===== src/cac_regs.vh =====
// Register map, field positions and codes for the counter action control block
`ifndef CAC_REGS_VH
`define CAC_REGS_VH

// ==========================================================================
// Register word addresses (byte address = 4 * word index)
`define CAC_ADDR_W          4
`define CAC_REG_CONFIG      4'h0
`define CAC_REG_CODE        4'h1
`define CAC_REG_VALUE       4'h2
`define CAC_REG_UPDATE      4'h3
`define CAC_REG_COUNT       4'h4
`define CAC_REG_OFFSET      4'h5
`define CAC_REG_STATUS      4'h6
`define CAC_REG_DOWNLOAD    4'h7
`define CAC_REG_ENCPOS      4'h8

// ==========================================================================
// CONFIG fields
`define CAC_CFG_SSI         0
`define CAC_CFG_ABS         1
`define CAC_CFG_MULTI_LSB   8
`define CAC_CFG_MULTI_MSB   12
`define CAC_CFG_SINGLE_LSB  16
`define CAC_CFG_SINGLE_MSB  20
`define CAC_CFG_RESET       32'h00000000

// ==========================================================================
// STATUS fields
`define CAC_STAT_IDX_LSB    0
`define CAC_STAT_M1         16
`define CAC_STAT_M2         17
`define CAC_STAT_REJECT     18
`define CAC_STAT_ABSMODE    19

// ==========================================================================
// UPDATE / DOWNLOAD trigger bit
`define CAC_TRIG_BIT        0

// ==========================================================================
// Action codes
`define CAC_ACT_W           3
`define CAC_ACT_KEEP        3'h0
`define CAC_ACT_LOAD        3'h1
`define CAC_ACT_OFFSET      3'h2
`define CAC_ACT_SHIFT       3'h3
`define CAC_ACT_RESET       3'h4
`define CAC_ACT_RESET_OUT   3'h5
`define CAC_ACT_PRESET      3'h6
`define CAC_ACT_PRESET_OUT  3'h7

// ==========================================================================
// Reset values
`define CAC_ZERO32          32'h00000000
`define CAC_BITLEN_W        6

`endif


===== src/cac_action_decode.v =====
// Action code decoder with range checks for offset and position requests
`default_nettype none
`include "cac_regs.vh"

module cac_action_decode
(
    // Request
    input  wire [`CAC_ACT_W-1:0]    action_code,
    input  wire signed [31:0]       action_value,
    // Configuration
    input  wire                     abs_ssi,
    input  wire [`CAC_BITLEN_W-1:0] bit_len,
    // Effects
    output reg                      load_count,
    output reg                      load_zero,
    output reg                      set_offset,
    output reg                      shift_pos,
    output reg                      clr_compare,
    output reg                      cmp_out_off,
    output reg                      tbl_out_off,
    output reg                      reject
);

    // ==========================================================================
    // Range helpers, 64-bit so a 31-bit length cannot overflow
    wire signed [63:0] val_wide;
    wire signed [63:0] limit;

    assign val_wide = {{32{action_value[31]}}, action_value};
    assign limit    = $signed(64'h1 << bit_len);

    always @*
    begin
        load_count  = 1'b0;
        load_zero   = 1'b0;
        set_offset  = 1'b0;
        shift_pos   = 1'b0;
        clr_compare = 1'b0;
        cmp_out_off = 1'b0;
        tbl_out_off = 1'b0;
        reject      = 1'b0;
        case (action_code)
            `CAC_ACT_KEEP:
                reject = 1'b0;
            `CAC_ACT_LOAD:
                if (abs_ssi)
                    reject = 1'b1;
                else
                    load_count = 1'b1;
            `CAC_ACT_OFFSET:
                if (abs_ssi)
                begin
                    if (val_wide > -limit && val_wide < limit)
                        set_offset = 1'b1;
                    else
                        reject = 1'b1;
                end
            `CAC_ACT_SHIFT:
                if (abs_ssi)
                begin
                    if (val_wide > 64'sh0 && val_wide < limit)
                        shift_pos = 1'b1;
                    else
                        reject = 1'b1;
                end
            `CAC_ACT_RESET, `CAC_ACT_RESET_OUT:
            begin
                load_zero   = ~abs_ssi;
                clr_compare = 1'b1;
                cmp_out_off = action_code[0];
            end
            `CAC_ACT_PRESET, `CAC_ACT_PRESET_OUT:
            begin
                load_count  = ~abs_ssi;
                clr_compare = 1'b1;
                cmp_out_off = action_code[0];
                tbl_out_off = action_code[0];
            end
            default:
                reject = 1'b0;
        endcase
    end

endmodule // cac_action_decode

`default_nettype wire


===== src/cac_counter_action.v =====
// Counter channel driven by action codes, with Avalon-MM register access
// ==========================================================================
// Behaviour
// - Code zero changes nothing in count, configuration or compare state.
// - In ring form code one loads the count with the action value; in absolute form it is rejected.
// - In absolute form code two stores an offset and count is encoder position plus offset.
// - An offset outside the open range of plus or minus two to the bit length is rejected.
// - In ring form code two is ignored.
// - Downloading the configuration again clears the offset to zero.
// - In absolute form code three shifts so count equals value, range zero to 2^len open.
// - In ring form code three does nothing; code one is used instead.
// - Code four clears count, the table compare index and both match flags.
// - With an absolute encoder code four keeps the count but still clears compare state.
// - Code five does what four does and switches the compare outputs off.
// - Code six loads the count and clears the table index and both match flags.
// - With an absolute encoder code six keeps the count but still clears compare state.
// - Code seven does what six does and switches table and compare outputs off.
//
// Local design decisions: the Avalon-MM slave port and the address map.
`default_nettype none
`include "cac_regs.vh"

module cac_counter_action
#(
    parameter IDX_W = 16
)
(
    // Clock and reset
    input  wire                     clk,
    input  wire                     rst,
    // Avalon-MM slave
    input  wire [`CAC_ADDR_W-1:0]   avs_address,
    input  wire                     avs_read,
    input  wire                     avs_write,
    input  wire [31:0]              avs_writedata,
    input  wire [3:0]               avs_byteenable,
    output reg  [31:0]              avs_readdata,
    output reg                      avs_waitrequest,
    // Counting sources
    input  wire                     count_up,
    input  wire                     count_down,
    input  wire [31:0]              encoder_position,
    // Compare engine events
    input  wire                     match_one_hit,
    input  wire                     match_two_hit,
    input  wire                     table_advance,
    // Counter and compare state
    output reg  [31:0]              current_count,
    output reg  [IDX_W-1:0]         table_compare_index,
    output reg                      match_flag_one,
    output reg                      match_flag_two,
    output reg                      compare_out_off,
    output reg                      table_out_off
);

    // ==========================================================================
    // Register state
    reg  [31:0]              config_q;
    reg  [`CAC_ACT_W-1:0]    code_q;
    reg  signed [31:0]       value_q;
    reg  signed [31:0]       offset_q;
    reg  [31:0]              count_q;
    reg                      reject_q;

    wire                     access;
    wire                     wr_go;
    wire                     rd_go;
    wire                     update_go;
    wire                     download_go;
    wire                     abs_ssi;
    wire [`CAC_BITLEN_W-1:0] bit_len;
    wire [31:0]              wdata_merged;
    wire [31:0]              status_word;

    wire dec_load;
    wire dec_zero;
    wire dec_offset;
    wire dec_shift;
    wire dec_clear;
    wire dec_cmp_off;
    wire dec_tbl_off;
    wire dec_reject;

    // Merge write data with byte enables over the current contents
    function [31:0] merge_bytes;
        input [31:0] old_word;
        input [31:0] new_word;
        input [3:0]  be;
        integer      i;
        begin
            merge_bytes = old_word;
            for (i = 0; i < 4; i = i + 1)
                if (be[i])
                    merge_bytes[i*8 +: 8] = new_word[i*8 +: 8];
        end
    endfunction

    // ==========================================================================
    // Bus handshake: one wait cycle, then the request completes
    assign access      = avs_read | avs_write;
    assign wr_go       = avs_write & ~avs_waitrequest;
    assign rd_go       = avs_read & avs_waitrequest;
    assign update_go   = wr_go && avs_address == `CAC_REG_UPDATE
                         && avs_byteenable[0] && avs_writedata[`CAC_TRIG_BIT];
    assign download_go = wr_go && avs_address == `CAC_REG_DOWNLOAD
                         && avs_byteenable[0] && avs_writedata[`CAC_TRIG_BIT];

    assign abs_ssi      = config_q[`CAC_CFG_SSI] & config_q[`CAC_CFG_ABS];
    assign bit_len      = {1'b0, config_q[`CAC_CFG_MULTI_MSB:`CAC_CFG_MULTI_LSB]}
                        + {1'b0, config_q[`CAC_CFG_SINGLE_MSB:`CAC_CFG_SINGLE_LSB]};
    assign wdata_merged = merge_bytes(config_q, avs_writedata, avs_byteenable);

    assign status_word = {12'h000,
                          abs_ssi,
                          reject_q,
                          match_flag_two,
                          match_flag_one,
                          {(16-IDX_W){1'b0}},
                          table_compare_index};

    always @(posedge clk or posedge rst)
    begin
        if (rst)
            avs_waitrequest <= 1'b1;
        else
            avs_waitrequest <= ~(access & avs_waitrequest);
    end

    // ==========================================================================
    // Action decode
    cac_action_decode u_decode
    (
        .action_code  (code_q),
        .action_value (value_q),
        .abs_ssi      (abs_ssi),
        .bit_len      (bit_len),
        .load_count   (dec_load),
        .load_zero    (dec_zero),
        .set_offset   (dec_offset),
        .shift_pos    (dec_shift),
        .clr_compare  (dec_clear),
        .cmp_out_off  (dec_cmp_off),
        .tbl_out_off  (dec_tbl_off),
        .reject       (dec_reject)
    );

    // ==========================================================================
    // Software registers
    always @(posedge clk or posedge rst)
    begin
        if (rst)
        begin
            config_q <= `CAC_CFG_RESET;
            code_q   <= `CAC_ACT_KEEP;
            value_q  <= `CAC_ZERO32;
        end
        else if (wr_go)
        begin
            case (avs_address)
                `CAC_REG_CONFIG:
                    config_q <= wdata_merged;
                `CAC_REG_CODE:
                    if (avs_byteenable[0])
                        code_q <= avs_writedata[`CAC_ACT_W-1:0];
                `CAC_REG_VALUE:
                    value_q <= merge_bytes(value_q, avs_writedata, avs_byteenable);
                default:
                    code_q <= code_q;
            endcase
        end
    end

    // ==========================================================================
    // Offset: set, shifted, or cleared by a fresh configuration download
    always @(posedge clk or posedge rst)
    begin
        if (rst)
            offset_q <= `CAC_ZERO32;
        else if (download_go || (wr_go && avs_address == `CAC_REG_CONFIG
                                 && !wdata_merged[`CAC_CFG_ABS]))
            offset_q <= `CAC_ZERO32;
        else if (update_go && dec_offset)
            offset_q <= value_q;
        else if (update_go && dec_shift)
            offset_q <= value_q - $signed(encoder_position);
    end

    // ==========================================================================
    // Counter: counts pulses in both forms; loads and clears take effect in ring form only
    always @(posedge clk or posedge rst)
    begin
        if (rst)
            count_q <= `CAC_ZERO32;
        else if (update_go && dec_zero)
            count_q <= `CAC_ZERO32;
        else if (update_go && dec_load)
            count_q <= value_q;
        else if (count_up && !count_down)
            count_q <= count_q + 32'h00000001;
        else if (count_down && !count_up)
            count_q <= count_q - 32'h00000001;
    end

    // Absolute form shows position plus offset; a shift takes hold at once
    always @(posedge clk or posedge rst)
    begin
        if (rst)
            current_count <= `CAC_ZERO32;
        else if (abs_ssi && update_go && dec_shift)
            current_count <= value_q;
        else if (abs_ssi && update_go && dec_offset)
            current_count <= encoder_position + value_q;
        else if (abs_ssi)
            current_count <= encoder_position + offset_q;
        else if (update_go && dec_zero)
            current_count <= `CAC_ZERO32;
        else if (update_go && dec_load)
            current_count <= value_q;
        else if (count_up && !count_down)
            current_count <= count_q + 32'h00000001;
        else if (count_down && !count_up)
            current_count <= count_q - 32'h00000001;
        else
            current_count <= count_q;
    end

    // ==========================================================================
    // Compare state: a clear restarts the table at its first entry
    always @(posedge clk or posedge rst)
    begin
        if (rst)
            table_compare_index <= {IDX_W{1'b0}};
        else if (update_go && dec_clear)
            table_compare_index <= {IDX_W{1'b0}};
        else if (table_advance)
            table_compare_index <= table_compare_index + {{(IDX_W-1){1'b0}}, 1'b1};
    end

    // A hit in the clearing cycle is kept so no match is lost
    always @(posedge clk or posedge rst)
    begin
        if (rst)
        begin
            match_flag_one <= 1'b0;
            match_flag_two <= 1'b0;
        end
        else
        begin
            match_flag_one <= match_one_hit | (match_flag_one & ~(update_go & dec_clear));
            match_flag_two <= match_two_hit | (match_flag_two & ~(update_go & dec_clear));
        end
    end

    // Output-off strobes last one cycle
    always @(posedge clk or posedge rst)
    begin
        if (rst)
        begin
            compare_out_off <= 1'b0;
            table_out_off   <= 1'b0;
        end
        else
        begin
            compare_out_off <= update_go & dec_cmp_off;
            table_out_off   <= update_go & dec_tbl_off;
        end
    end

    // Reject flag reflects the most recent update
    always @(posedge clk or posedge rst)
    begin
        if (rst)
            reject_q <= 1'b0;
        else if (update_go)
            reject_q <= dec_reject;
    end

    // ==========================================================================
    // Read data, registered on the wait cycle; unmapped words read zero
    always @(posedge clk or posedge rst)
    begin
        if (rst)
            avs_readdata <= `CAC_ZERO32;
        else if (rd_go)
        begin
            case (avs_address)
                `CAC_REG_CONFIG:  avs_readdata <= config_q;
                `CAC_REG_CODE:    avs_readdata <= {29'h0000000, code_q};
                `CAC_REG_VALUE:   avs_readdata <= value_q;
                `CAC_REG_COUNT:   avs_readdata <= current_count;
                `CAC_REG_OFFSET:  avs_readdata <= offset_q;
                `CAC_REG_STATUS:  avs_readdata <= status_word;
                `CAC_REG_ENCPOS:  avs_readdata <= encoder_position;
                default:          avs_readdata <= `CAC_ZERO32;
            endcase
        end
    end

endmodule // cac_counter_action

`default_nettype wire


===== config.mk =====
export PLATFORM = sky130hd
export DESIGN_NAME = cac_counter_action
export DESIGN_NICKNAME = d
export VERILOG_FILES = /design/src/cac_action_decode.v /design/src/cac_counter_action.v
export VERILOG_INCLUDE_DIRS = /design/src
export SDC_FILE = /design/constraint.sdc
export NUM_CORES = 1
export LEC_CHECK = 0
export ABC_AREA = 1
export BUFFER_PORTS_ARGS = -buffer_cell sky130_fd_sc_hd__buf_2
export CORE_MARGIN = 5
export CORE_UTILIZATION = 46
export CTS_CLUSTER_DIAMETER = 80
export DETAILED_ROUTE_END_ITERATION = 10
export MAX_ROUTING_LAYER = met4
export PLACE_DENSITY_LB_ADDON = 0.3
export SYNTH_ARGS = -nofsm -noshare
export SYNTH_HDL_FRONTEND = slang
export SYNTH_SLANG_ARGS = --single-unit

===== constraint.sdc =====
create_clock -name clk -period 9.3 [get_ports clk]
set_input_delay 0.465 -clock clk [delete_from_list [all_inputs] [get_ports clk]]
set_output_delay 0.465 -clock clk [all_outputs]
set_load 0.005 [all_outputs]

==> results.txt, run 1 <==
Highest clock rate - 143.3 MHz
Reg2reg path depth - 33
H-tree levels - 1
Flop-to-flop setup slack - 2320 ps
Root Buffer - clkbuf_16
Drt total wl - 96830 um
Total negative setup slack - 0 ps
Netlist cell types - 63
Non-filler instance count after layout - 4388
FF+latch area - 5433 um^2
Hold Crit Class - input port to async pin
Layout Skew - 28.38 ps
CTS sink cnt - 217
GRT overflow - 0
Final net count - 4011
TritonCTS Buffers - 27
Initial DRC Count - 2467
Multi-input gate area - 15650 um^2
Post-route core utilization - 51.17%
Vias/cell - 5.791
Yosys warning count - 0
Final setup violation count - 0
Maximum VDD drop - 0.0001523 V
DP Cell Count - 4340
DP HPWL - 78440 um
DR DRC count - 0
Ant diodes - 0
Die ar. - 54900 um^2
Count of maximum capacitance violations - 0
Number of synthesized flops with an enable pin - 0
Largest net degree at the start of global routing - 100
Clk pin slew, worst setup/hold paths - 60 ps
Net Count, Synth - 3895
Hold_buf cts - 0
Crit-path slowest cell - inv_2
Area delta synth->final - 10.48%
Buffers on Ports - 165
Clk_lat worst skew - 600 ps
CP endpoint kind - register
Setup CP Type - register to register
Share of cells above drive strength 1 - 9.688%
Crit path time final - 6981 ps
CORE AREA - 49970 um^2
Relative slew slack - 22.91%
First-pass GRT wire length - 144400 um
Final Hold Vio Count - 0
Reg-to-reg startpoint - config_q[18]
Vias - 25410
Leakage - 0.01341 uW
Overall routing resource usage - 35.20%
Post-Synthesis Cells - 3581
RSZ-0062 raised after global routing - no
CTS tree - yes
Routability cong. - 1.052
Worst slew pin tran - 1146 ps
FFs w/ async S/R, synth - 100.0%
Vias in the first global route - 24430
Main synth FF type - dfrtp_1
Crit path launch type - register
#FFs+latches synth - 217
Clock buffer depth - 3
FF-to-FF End - offset_q[27]
Crit path DAT - 7490 ps
Core Rows - 82
Initial antenna violation count - 0
Post-synthesis sequential area ratio - 23.47%
Mapped cell area - 23140 um^2
Pre-Repair DR Iteration Count - 6
Pwr/cell area - 237.9 nW/um^2
Fillers - 5314
Total setup buffers inserted after CTS - 0
Slowest cell delay on critical path - 460 ps
Worst endpoint required time - 9810 ps
Routed wire per std cell - 22.07 um
Die Y - 234.3 um
Post-DRT Antenna Nets - 0
Initial Util - 46.32%
I/O pin total - 166
Final Cycle Share - 75.06%
Critical Path Most Common Cell - nand2_1
Resize count post-CTS - 0
Syn Area/Cell - 6.463 um^2
Worst Path Max Fanout - 65
Slew Viols, Final - 0
Outcome - finished, final reports clean
Die width - 234.3 um
state kept, by name, summed over array words and instances, names as in the netlist:
| signal | count |
|---|---|
| avs_readdata | 32 |
| offset_q | 32 |
| current_count | 32 |
| config_q | 32 |
| table_out_off | 1 |
| reject_q | 1 |
| value_q | 32 |
| compare_out_off | 1 |
| count_q | 32 |
| table_compare_index | 16 |
| avs_waitrequest | 1 |
| code_q | 3 |
| match_flag_two | 1 |
| match_flag_one | 1 |
worst max-delay path, delay by kind of cell, from the launching register on:
family | cells | cell delay, ps
DFF | 1 | 420
AOI/OAI and AO/OA | 4 | 630
and+or+nand+nor | 21 | 3120
buffers and inverters | 6 | 2110
adders and majority gates | 2 | 530
stage by stage:
step	total power, uW	cell area (um^2)	hold slack [ps]	worst slack [ps]
3_3_place_gp	4824	24580	455.2	2365
3_5_place_dp	4803	24580	460.4	2468
4_1_cts	6020	25570	14.66	2424
5_1_grt	6559	25570	34.38	1723
2_1_floorplan	3727	23140	449.2	2901
6_report	6083	25570	6.466	2319
Yosys cell counts (all sizes together) (16+ instances only):
master	n	area, um^2
a21o	20	150.1
a21oi	248	1256
a31oi	26	162.7
buf	27	161.4
clkbuf	76	285.3
dfrtp	216	5405
ha	229	2865
inv	428	1607
mux2	22	247.7
nand2	964	3701
nand3	266	1336
nand3b	16	132.6
nand4	68	425.4
nor2	398	1573
nor3	75	420.4
o21a	16	120.1
o21ai	210	1055
o21bai	17	127.6
o22ai	22	137.6
or2	20	125.1
xnor2	18	176.4
xor2	79	691.9
cells by family (layout without fill, tap and decap cells):
group | count (synthesis) | after routing | synth area share (%)
multiplexers | 22 | 22 | 1.070
buffers and inverters | 539 | 674 | 9.006
XOR/XNOR | 97 | 97 | 3.752
AND/OR/NAND/NOR | 1836 | 1836 | 34.23
flip-flops | 217 | 217 | 23.47
AO/OA/AOI/OAI | 636 | 636 | 15.74
adder cells (fa/ha/maj) | 233 | 233 | 12.73
other | 1 | 1 | 0.01620
power by group:
part / internal [uW] / leakage (uW) / total [uW] / switching, uW
registers: 1120 / 0.00267 / 1400 / 278
logic: 1200 / 0.0103 / 3480 / 2280
clock network: 734 / 0.000479 / 1200 / 465
cell usage in the layout, fill, tap and decap left out, types with 7 or more instances in the layout:
| cell | instances |
|---|---|
| nand2_1 | 937 |
| inv_1 | 417 |
| nor2_1 | 372 |
| nand3_1 | 265 |
| a21oi_1 | 245 |
| ha_1 | 229 |
| dfrtp_1 | 215 |
| o21ai_0 | 208 |
| buf_2 | 165 |
| xor2_1 | 79 |
| nand4_1 | 68 |
| nor3_1 | 66 |
| clkbuf_16 | 27 |
| a31oi_1 | 26 |
| buf_4 | 25 |
| nand2_2 | 23 |
| nor2_2 | 22 |
| mux2_2 | 22 |
| o22ai_1 | 22 |
| a21o_1 | 20 |
| or2_2 | 20 |
| o21bai_1 | 17 |
| xnor2_1 | 17 |
| o21a_1 | 16 |
| nand3b_1 | 15 |
| a221oi_1 | 15 |
| o211ai_1 | 15 |
| nor4_1 | 14 |
| o31ai_1 | 11 |
| inv_2 | 10 |
| nor3_2 | 9 |
| nor3b_1 | 9 |
| a22o_1 | 9 |
| o2111ai_1 | 8 |
| clkinv_1 | 7 |
layout make-up:
class	instances	area share, %
clock buffer	36	2.931
sequential	217	21.25
timing repair buffer	190	3.964
clock inverter	12	0.9199
inverter	436	6.435
tap	672	3.288
multi-input combinational	2825	61.22
worst max-delay path by stage:
stage	cells after the start	startpoint	slack, ps	end
5_1_grt	32	config_q[10]	1720	offset_q[26]
6_report	33	config_q[18]	2320	offset_q[27]
3_3_place_gp	34	config_q[10]	2370	offset_q[27]
3_5_place_dp	34	config_q[18]	2470	offset_q[27]
2_1_floorplan	1	rst	2900	avs_readdata[0]
4_1_cts	34	config_q[18]	2420	offset_q[27]
routing by layer:
metal	global-route usage (%)	wire (um)	part of all wire (%)	vias up
met4	14.03	4686	4.8	0
met5	-	0	0	-
li1	-	-	-	12140
met3	4.286	8150	8.4	226
met1	44.69	39480	41	11820
met2	57.46	44510	46	1225
Power figures use the tool's default switching activity.
==> inputs of run 2 (changes only) <==
- clock period: 9.3 -> 7.3 ns (I/O delays scaled with it)
==> run 2 against run 1 <==
Net effect: register-to-register slack worse by 1300 ps; sequential power is 29% higher; flip-flop and latch count stayed put; final cell count is 0.48% higher; clock skew is 9.8 ps higher; critical path depth is 2 lower; largest power group unchanged.
==> results.txt, run 2 (synthesis gave the netlist of run 1 again) <==
Largest net degree at the start of global routing - 154
Final Hold Vio Count - 0
TritonCTS Buffers - 30
Crit-path slowest cell - fa_1
Routed wire per std cell - 22.06 um
Commonest non-fill, non-tap cell in the layout - nand2_1
Die ar. - 54900 um^2
Area delta synth->final - 11.37%
CORE AREA - 49970 um^2
DRT met1 WL - 38890 um
Share of cells above drive strength 1 - 9.984%
Die Y - 234.3 um
Final setup violation count - 0
Clk pin slew, worst setup/hold paths - 60 ps
Leakage - 0.01350 uW
Buffers on Ports - 165
First-pass GRT wire length - 145000 um
CTS tree - yes
RSZ-0062 raised after global routing - no
Setup CP Type - register to register
Post-DRT Antenna Nets - 0
Reg2reg path depth - 31
Worst Path Max Fanout - 21
H-tree levels - 1
Worst endpoint required time - 7810 ps
DP Cell Count - 4347
Overall routing resource usage - 35.39%
Outcome - finished, final reports clean
Count of maximum capacitance violations - 0
Vias/cell - 5.760
DR DRC count - 0
CTS sink cnt - 217
Initial DRC Count - 2516
Non-filler instance count after layout - 4409
Hold slack - 11.58 ps
Pwr/cell area - 301.1 nW/um^2
Clock buffer depth - 3
Pre-Repair DR Iteration Count - 6
CP endpoint kind - register
Crit path time final - 6237 ps
Top sig layer - met4
WL met2 - 44450 um
Total setup buffers inserted after CTS - 0
Die width - 234.3 um
Worst slew pin tran - 1088 ps
Layout Skew - 38.14 ps
Crit path DAT - 6750 ps
DP HPWL - 78140 um
Crit path launch type - register
GRT overflow - 0
Hold Crit Class - input port to register
Root Buffer - clkbuf_16
Vias - 25400
I/O pin total - 166
Routed wl met3 - 9003 um
Most frequent cells in the layout - 937 x nand2_1, 417 x inv_1, 372 x nor2_1
Drt total wl - 97240 um
Core Rows - 82
Hold Path Depth - 2
Relative slew slack - 26.79%
Slew Viols, Final - 0
Clk_lat worst skew - 630 ps
Maximum VDD drop - 0.0002805 V
Slowest cell delay on critical path - 400 ps
Total negative setup slack - 0 ps
Highest clock rate - 160.3 MHz
Initial Util - 46.32%
Vias in the first global route - 24310
Routability cong. - 1.049
Final Cycle Share - 85.43%
Critical Path Most Common Cell - nand2_1
Initial antenna violation count - 1
Final net count - 4028
[run 2: cell types whose count changed in the layout (fill, tap and decap cells not counted), sizes merged]
cell	change
buf	+7
dlygate4sd3	+7
clkbuf	+6
bufinv	-3
inv	+3
clkinv	-1
clkinvlp	+1
diode	+1
[run 2: per-stage QoR]
stage	utilization, %	setup slack (ps)	cell area (um^2)	power, uW
floorplan	-	1001	23140	4748
global placement	49.32	1230	24640	6100
detailed placement	49.32	1185	24640	6093
CTS	51.58	1136	25770	7687
global route	51.59	680.7	25780	8381
finish	51.59	1063	25780	7760
[run 2: final timing paths]
| kind | end | startpoint | slack [ps] |
|---|---|---|---|
| worst min-delay path | config_q[25] | avs_writedata[25] | 10 |
| max in group asynchronous | value_q[31] | rst | 5610 |
| worst min register to register | avs_readdata[11] | avs_readdata[11] | 470 |
| min in group asynchronous | current_count[1] | rst | 330 |
| worst max register to register | current_count[31] | config_q[16] | 1060 |
| worst max-delay path | current_count[31] | config_q[16] | 1060 |
[run 2: power by group]
group | total [uW] | switching (uW) | leakage, uW | internal (uW)
logic | 4380 | 2850 | 0.0103 | 1540
registers | 1800 | 367 | 0.00267 | 1430
clock network | 1580 | 639 | 0.000510 | 941
[run 2: area by class of cell]
cell class	instances	area, um^2
Sequential cell	217	5433
Fill cell	5238	24190
Clock inverter	12	192.7
Antenna cell	1	2.502
Clock buffer	42	865.8
Timing Repair Buffer	204	1149
Tap cell	672	840.8
Inverter	436	1645
Multi-Input combinational cell	2825	15650
[run 2: worst max-delay path: cells and delay by family (launching register included)]
kind | cells | cell delay [ps]
AO/OA/AOI/OAI | 5 | 890
buffers and inverters | 4 | 870
XOR/XNOR | 1 | 200
AND/OR/NAND/NOR | 18 | 2850
flip-flops | 1 | 390
adder cells (fa/ha/maj) | 3 | 890
[run 2: timing repair]
item | CTS | global route
gates resized for setup | 0 | 0
hold buffers | 7 | 0
endpoints found under the hold margin | 70 | 0
[run 2: metal layers]
metal	vias to the layer above	track usage (%)
met2	1181	56.49
met1	11800	44.92
met3	250	5.630
li1	12170	-
met5	-	-
met4	0	14.72
